File: config.mk
export PLATFORM = sky130hd
export DESIGN_NAME = tmin_ceiling_regs
export DESIGN_NICKNAME = d
export VERILOG_FILES = /design/src/logic/tmin_ceiling_pkg.sv /design/src/logic/tmin_ceiling_regs.sv
export SDC_FILE = /design/constraint.sdc
export NUM_CORES = 1
export LEC_CHECK = 0
export ABC_AREA = 1
export BUFFER_PORTS_ARGS = -buffer_cell sky130_fd_sc_hd__buf_4
export CAP_MARGIN = 10
export CORE_ASPECT_RATIO = 1.2
export CORE_MARGIN = 10
export CORE_UTILIZATION = 30
export DETAILED_ROUTE_END_ITERATION = 10
export REMOVE_ABC_BUFFERS = 1
export SLEW_MARGIN = 20
export SYNTH_ARGS = -nofsm -noshare
export SYNTH_HDL_FRONTEND = slang
export SYNTH_SLANG_ARGS = --single-unit
export TNS_END_PERCENT = 5
File: constraint.sdc
create_clock -name clk -period 4.5 [get_ports clk]
set_input_delay 0 -clock clk [delete_from_list [all_inputs] [get_ports clk]]
set_output_delay 0 -clock clk [all_outputs]
set_load 0.02 [all_outputs]
File: src/logic/tmin_ceiling_pkg.sv
package tmin_ceiling_pkg;

  // ----------------------------------------------------------------
  // register offsets
  // ----------------------------------------------------------------
  localparam logic [7:0] interval_off      = 8'h37;
  localparam logic [7:0] interval_msb_off  = 8'h36;
  localparam logic [7:0] ceiling1_off      = 8'h38;
  localparam logic [7:0] ceiling2_off      = 8'h39;
  localparam logic [7:0] ceiling3_off      = 8'h3A;
  localparam logic [7:0] config1_off       = 8'h40;

  // ----------------------------------------------------------------
  // fields and reset values
  // ----------------------------------------------------------------
  localparam int         interval_lo_pos   = 6;
  localparam int         interval_msb_pos  = 0;
  localparam int         lock_pos          = 1;
  localparam logic [7:0] ceiling_rst       = 8'hFF;
  localparam logic [7:0] interval_rst      = 8'h00;
  localparam logic [7:0] interval_msb_rst  = 8'h00;
  localparam logic [7:0] config1_rst       = 8'h01;

  // ----------------------------------------------------------------
  // adjustment waits, in monitoring cycles
  // ----------------------------------------------------------------
  localparam logic [11:0] dec_wait_base    = 12'h008;
  localparam logic [11:0] inc_wait_base    = 12'h010;

endpackage : tmin_ceiling_pkg

File: src/logic/tmin_ceiling_regs.sv
// What this block does
// - remote 2 interval low bits sit in bits 7:6; high bit from register 0x36
// - interval code sets waits: 8/16 cycles at 000, doubling each step
// - with lock set, interval and ceiling registers ignore all writes
// - three ceiling registers at consecutive addresses, each resetting to 0xFF
// - each output duty is clamped to its own ceiling value
// - lock bit is write-once and holds until power cycle
`timescale 1ns/1ns
module tmin_ceiling_regs
(
  input  wire logic        clk,
  input  wire logic        rst_n,
  input  wire logic        reg_wr,
  input  wire logic        reg_rd,
  input  wire logic [7:0]  reg_addr,
  input  wire logic [7:0]  reg_wdata,
  output logic      [7:0]  reg_rdata,
  output logic             reg_hit,
  input  wire logic        monitor_tick,
  input  wire logic        dec_request,
  input  wire logic        inc_request,
  output logic             dec_apply,
  output logic             inc_apply,
  output logic      [2:0]  remote2_adjust_interval,
  input  wire logic [7:0]  loop_duty_1,
  input  wire logic [7:0]  loop_duty_2,
  input  wire logic [7:0]  loop_duty_3,
  output logic      [7:0]  fan_drive_output_1,
  output logic      [7:0]  fan_drive_output_2,
  output logic      [7:0]  fan_drive_output_3,
  output logic             lock_state
);

  import tmin_ceiling_pkg::*;

  // ----------------------------------------------------------------
  // state
  // ----------------------------------------------------------------
  typedef struct packed {
    logic [7:0]  interval;
    logic [7:0]  interval_msb;
    logic [7:0]  ceil1;
    logic [7:0]  ceil2;
    logic [7:0]  ceil3;
    logic [7:0]  config1;
    logic [11:0] dec_cnt;
    logic [11:0] inc_cnt;
    logic        dec_pulse;
    logic        inc_pulse;
    logic [7:0]  rdata;
    logic [7:0]  duty1;
    logic [7:0]  duty2;
    logic [7:0]  duty3;
  } state_s;

  state_s        st_reg;
  state_s        st_next;
  logic   [2:0]  code;
  logic   [11:0] dec_wait;
  logic   [11:0] inc_wait;
  logic          locked;
  logic          wr_allowed;

  // ----------------------------------------------------------------
  // helpers
  // ----------------------------------------------------------------
  // duty never above its ceiling
  function automatic logic [7:0] clamp(input logic [7:0] want, input logic [7:0] ceil);
    clamp = (want > ceil) ? ceil : want;
  endfunction : clamp

  // each code step doubles the wait
  function automatic logic [11:0] wait_span(input logic [11:0] base, input logic [2:0] sel);
    wait_span = base << sel;
  endfunction : wait_span

  // stops at the wait so an idle counter cannot wrap
  function automatic logic [11:0] count_up(input logic [11:0] cnt, input logic [11:0] span);
    if (cnt < span)
      count_up = cnt + 12'h001;
    else
      count_up = cnt;
  endfunction : count_up

  // ----------------------------------------------------------------
  // register map
  // ----------------------------------------------------------------
  // addresses this block answers; all others read 0 and ignore writes
  function automatic logic is_mapped(input logic [7:0] addr);
    case (addr)
      interval_off,
      interval_msb_off,
      ceiling1_off,
      ceiling2_off,
      ceiling3_off,
      config1_off:
        is_mapped = 1'h1;
      default:
        is_mapped = 1'h0;
    endcase
  endfunction : is_mapped

  // stored register of the addressed slot
  function automatic logic [7:0] read_mux(input state_s st, input logic [7:0] addr);
    case (addr)
      interval_off:     read_mux = st.interval;
      interval_msb_off: read_mux = st.interval_msb;
      ceiling1_off:     read_mux = st.ceil1;
      ceiling2_off:     read_mux = st.ceil2;
      ceiling3_off:     read_mux = st.ceil3;
      config1_off:      read_mux = st.config1;
      default:          read_mux = 8'h00;
    endcase
  endfunction : read_mux

  // power-on contents; the lock only clears here
  function automatic state_s reset_state();
    reset_state              = '0;
    reset_state.interval     = interval_rst;
    reset_state.interval_msb = interval_msb_rst;
    reset_state.ceil1        = ceiling_rst;
    reset_state.ceil2        = ceiling_rst;
    reset_state.ceil3        = ceiling_rst;
    reset_state.config1      = config1_rst;
  endfunction : reset_state

  // ----------------------------------------------------------------
  // decode
  // ----------------------------------------------------------------
  assign code       = {st_reg.interval_msb[interval_msb_pos],
                       st_reg.interval[interval_lo_pos+1:interval_lo_pos]};
  assign dec_wait   = wait_span(dec_wait_base, code);
  assign inc_wait   = wait_span(inc_wait_base, code);
  assign locked     = st_reg.config1[lock_pos];
  assign wr_allowed = reg_wr && !locked && is_mapped(reg_addr);

  // ----------------------------------------------------------------
  // next state
  // ----------------------------------------------------------------
  always_comb
  begin
    st_next           = st_reg;
    st_next.dec_pulse = 1'h0;
    st_next.inc_pulse = 1'h0;

    // register writes, all refused once locked
    if (wr_allowed)
    begin
      case (reg_addr)
        interval_off:     st_next.interval     = reg_wdata;
        interval_msb_off: st_next.interval_msb = reg_wdata;
        ceiling1_off:     st_next.ceil1        = reg_wdata;
        ceiling2_off:     st_next.ceil2        = reg_wdata;
        ceiling3_off:     st_next.ceil3        = reg_wdata;
        config1_off:      st_next.config1      = reg_wdata;
        default:          st_next.config1      = st_reg.config1;
      endcase
    end

    // separate wait counters per direction
    if (monitor_tick)
    begin
      st_next.dec_cnt = count_up(st_reg.dec_cnt, dec_wait);
      st_next.inc_cnt = count_up(st_reg.inc_cnt, inc_wait);
    end

    // decrease granted once its wait has run out
    if (dec_request && st_reg.dec_cnt >= dec_wait)
    begin
      st_next.dec_pulse = 1'h1;
      st_next.dec_cnt   = 12'h000;
    end

    // increase granted once its own longer wait has run out
    if (inc_request && st_reg.inc_cnt >= inc_wait)
    begin
      st_next.inc_pulse = 1'h1;
      st_next.inc_cnt   = 12'h000;
    end

    // read data lags the address by one cycle
    st_next.rdata = read_mux(st_reg, reg_addr);

    // per-output ceiling clamp
    st_next.duty1 = clamp(loop_duty_1, st_reg.ceil1);
    st_next.duty2 = clamp(loop_duty_2, st_reg.ceil2);
    st_next.duty3 = clamp(loop_duty_3, st_reg.ceil3);
  end

  // ----------------------------------------------------------------
  // registers
  // ----------------------------------------------------------------
  // synchronous reset to power-on contents
  always_ff @(posedge clk)
  begin
    if (!rst_n)
    begin
      st_reg <= reset_state();
    end
    else
    begin
      st_reg <= st_next;
    end
  end

  // ----------------------------------------------------------------
  // register bus outputs
  // ----------------------------------------------------------------
  assign reg_rdata               = st_reg.rdata;
  assign reg_hit                 = reg_rd && is_mapped(reg_addr);
  assign lock_state              = locked;

  // ----------------------------------------------------------------
  // loop outputs
  // ----------------------------------------------------------------
  assign dec_apply               = st_reg.dec_pulse;
  assign inc_apply               = st_reg.inc_pulse;
  assign remote2_adjust_interval = code;
  assign fan_drive_output_1      = st_reg.duty1;
  assign fan_drive_output_2      = st_reg.duty2;
  assign fan_drive_output_3      = st_reg.duty3;

endmodule : tmin_ceiling_regs

==> flow_metrics.env <==
export IMPL_status="complete, no violations"
export IMPL_viasPerCell=4.66
export IMPL_max_freq_mhz=414
export IMPL_largest_reg_flops=68
export IMPL_worstSkewPairLatency_ns=0.36
export IMPL_clk_pin_slew_ns=0.08
export IMPL_finalHoldViolCount=0
export IMPL_std_cell_rows=56
export IMPL_wirelength_mm=16.1
export IMPL_max_vdd_ir_drop_mv=0.163
export IMPL_r2r_end="st_reg[47]$_SDFFE_PP0P_"
export IMPL_ios=86
export IMPL_core_area_sq_um=19800
export IMPL_crit_path_start="remote2_adjust_interval[0]$_SDFFE_PN0P_"
export IMPL_maxCapViolCount=0
export IMPL_drive_gt1_share_pct=14.2
export IMPL_internal_power_mw=1.44
export IMPL_nets=1006
export IMPL_rr_worst_depth=10
export IMPL_p_sw_share_pct=27.5
export IMPL_grt_pass1_wl_mm=26.3
export IMPL_htreeDepth=3
export IMPL_area_growth_pct=20.2
export IMPL_endpoint_kind="flip-flop"
export IMPL_start_util_pct=30.7
export IMPL_dp_slack_ns=2.11
export IMPL_setup_ws_ns=2.09
export IMPL_overflow=0
export IMPL_regToRegSetupSlack_ns=2.09
export IMPL_hold_path_class="in -> reg"
export IMPL_worstPathCellList="inv_1 -> nand3_1 -> ha_1 -> nand2_1 -> inv_1 -> a21oi_1 -> nand2_1 -> nor2_1 -> nand3_1 -> a21oi_1"
export IMPL_yosysWarnings=0
export IMPL_worstSetupStartpointType="flip-flop"
export IMPL_portBuffers=85
export IMPL_skew_ns=0.00934
export IMPL_switchingPower_uw=547
export IMPL_hpwlAfterDp_mm=11.6
export IMPL_setup_viol=0
export IMPL_first_pass_iters=4
export IMPL_slew_violations=0
export IMPL_reg2reg_from="remote2_adjust_interval[0]$_SDFFE_PN0P_"
export IMPL_leakagePower_nw=3.44
export IMPL_period_minus_slack_ns=2.41
export IMPL_dp_cells=1131
export IMPL_wl_per_cell_um=13.6
export IMPL_gp_congestion=0.823
export IMPL_cts_resized=0
export IMPL_syn_avg_cell_area_sq_um=7.16
export IMPL_power_share_clock_pct=42.0
export IMPL_ys_types=33
export IMPL_combPwrFrac_pct=9.8
export IMPL_cts_made_buffers=9
export IMPL_cts_tree="done"
export IMPL_syn_inst=848
export IMPL_power_density_nw_per_um2=273
export IMPL_ant_nets=0
export IMPL_async_reset_ff_share_pct=0
export IMPL_slowest_delay_ns=0.66
export IMPL_path_max_fanout=12
export IMPL_grt_usage_pct=12.2
export IMPL_die_area_sq_um=26400
export IMPL_die_w_um=150
export IMPL_clock_tree_buffer_depth=2
export IMPL_crit_required_ns=4.79
export IMPL_vias=5508
export IMPL_endpoint="st_reg[47]$_SDFFE_PP0P_"
export IMPL_place_area_sq_um=6650
export IMPL_antenna_cells=0
export IMPL_fill_cells=2114
export IMPL_netlist_area_sq_um=6070
export IMPL_antenna_found_initial=0
export IMPL_rsz0062_at_grt="false"
export IMPL_stdcell_area_sq_um=7300
export IMPL_ys_seq_area_share_pct=34.9
export IMPL_crit_family="simple AND/OR/NAND/NOR gates"
export IMPL_p_seq_share_pct=48.2
export IMPL_path_class="reg -> reg"
export IMPL_cpMaxStageDelayCell="nor2_1"
export IMPL_synth_main_ff_cell="dfxtp_1"
export IMPL_arrival_ns=2.70
export IMPL_tns_ns=0
export IMPL_worst_pin_slew_ns=0.846
export IMPL_fin_util_pct=36.9
export IMPL_min_period_over_period_pct=53.6
export IMPL_root_buffer="clkbuf_16"
export IMPL_grt_pass1_vias=5310
export IMPL_die_h_um=176
export IMPL_cp_depth=10
export IMPL_synth_seq_cells=106
export IMPL_fin_cells=1181
export IMPL_cts_sinks=106
export IMPL_cp_buffers_inverters=2
export IMPL_drc=0
export IMPL_slew_headroom_pct=43.4
export IMPL_synth_edf_count=0
export IMPL_drtIter0Drc=314
export IMPL_grt_max_degree=44
==> cells in the final DEF, fill, tap and decap left out, types with 6 or more instances in the layout <==
cell type      count
dlygate4sd3_1     34
xor2_1            11
o21ai_0           16
o22ai_1           15
nor2_1            75
xnor2_1            6
clkbuf_16          9
nand2_1          176
nand3_1           77
a211oi_2           8
nand4_1           27
inv_1             88
nor3_1            16
a21oi_1           87
dfxtp_1          106
buf_4             86
o21ai_1            6
inv_2              7
ha_1              44
==> worst reg2reg max path, stage by stage, from the launching register on <==
cell,delay [ns]
dfxtp_1,0.37
inv_1,0.16
nand3_1,0.13
ha_1,0.29
nand2_1,0.08
inv_1,0.04
a21oi_1,0.19
nand2_1,0.09
nor2_1,0.66
nand3_1,0.17
a21oi_1,0.16
==> cell type report <==
type                    count  area, sq um  share of cell area [%]
flip-flops and latches    106         2120                    29.1
clock inverters             7         88.8                    1.22
clock buffers               9          225                    3.08
repair buffers            120          986                    13.5
multi-input cells         582         3190                    43.7
inverters                  96          360                    4.94
well taps                 261          327                    4.47
==> synthesized netlist by cell type, types with 2 or more instances <==
cell type	n	share of area (%)
nand2_1	176	11
dfxtp_1	106	35
inv_1	88	5.4
a21oi_1	87	7.2
nand3_1	77	6.3
nor2_1	75	4.6
ha_1	44	9.1
buf_4	35	4.3
nand4_1	27	2.8
clkbuf_1	16	0.99
nor3_1	16	1.3
o21ai_0	16	1.3
o22ai_1	15	1.5
buf_2	11	0.91
xor2_1	11	1.6
a211oi_2	8	1.6
inv_2	7	0.43
o21ai_1	6	0.49
xnor2_1	6	0.87
nor2_2	3	0.31
nor2_4	3	0.56
buf_6	2	0.37
nand2_2	2	0.21
nand3_4	2	0.58
==> routing by layer <==
layer,vias to the layer above,GRT usage (%),routed length (um)
li1,2896,-,-
met1,2516,14.0,7200
met2,77,21.5,8000
met3,19,2.49,509
met4,0,4.74,376
met5,-,0,0
==> logic make-up after synthesis <==
logic type	share of synthesized area [%]
AO/OA/AOI/OAI	12.4
buffers and inverters	12.5
XOR/XNOR	2.45
flip-flops	34.9
adder cells (fa/ha/maj)	9.06
AND/OR/NAND/NOR	28.6
==> power by group through the flow <==
stage               Sequential (mW)  Clock, mW  Combinational (mW)
CTS                           0.960      0.860               0.199
global route                  0.962      0.895               0.218
global placement              0.982          0               0.172
detailed placement            0.982          0               0.174
floorplan                     0.997          0              0.0652
finish                        0.959      0.836               0.196
==> per-stage QoR <==
stage / total power [mW] / hold slack, ns
after CTS: 2.02 / 0.0213
after detailed placement: 1.16 / 0.239
after floorplan: 1.06 / 0.0846
after global placement: 1.15 / 0.244
final: 1.99 / 0.0311
after global routing: 2.07 / 0.0395
==> worst min-delay path by stage <==
stage                     cells past startpoint  slack (ns)                          endpoint            from
after detailed placement                      3        0.24  fan_drive_output_1[7]$_SDFF_PN0_  loop_duty_1[7]
after global placement                        3        0.24  fan_drive_output_1[7]$_SDFF_PN0_  loop_duty_1[7]
after CTS                                     4        0.02           st_reg[91]$_SDFFE_PN0P_     reg_addr[0]
after global routing                          4        0.04           st_reg[91]$_SDFFE_PN0P_     reg_addr[0]
final                                         4        0.03           st_reg[93]$_SDFFE_PN0P_     reg_addr[0]
after floorplan                               1        0.08           st_reg[75]$_SDFFE_PN1P_           rst_n
==> repair_timing <==
item,4_1_cts,5_1_grt
setup endpoints to repair,0,0
setup buffers,0,0
endpoints found under the hold margin,67,0
hold buffers,34,0
Power figures use the tool's default switching activity.
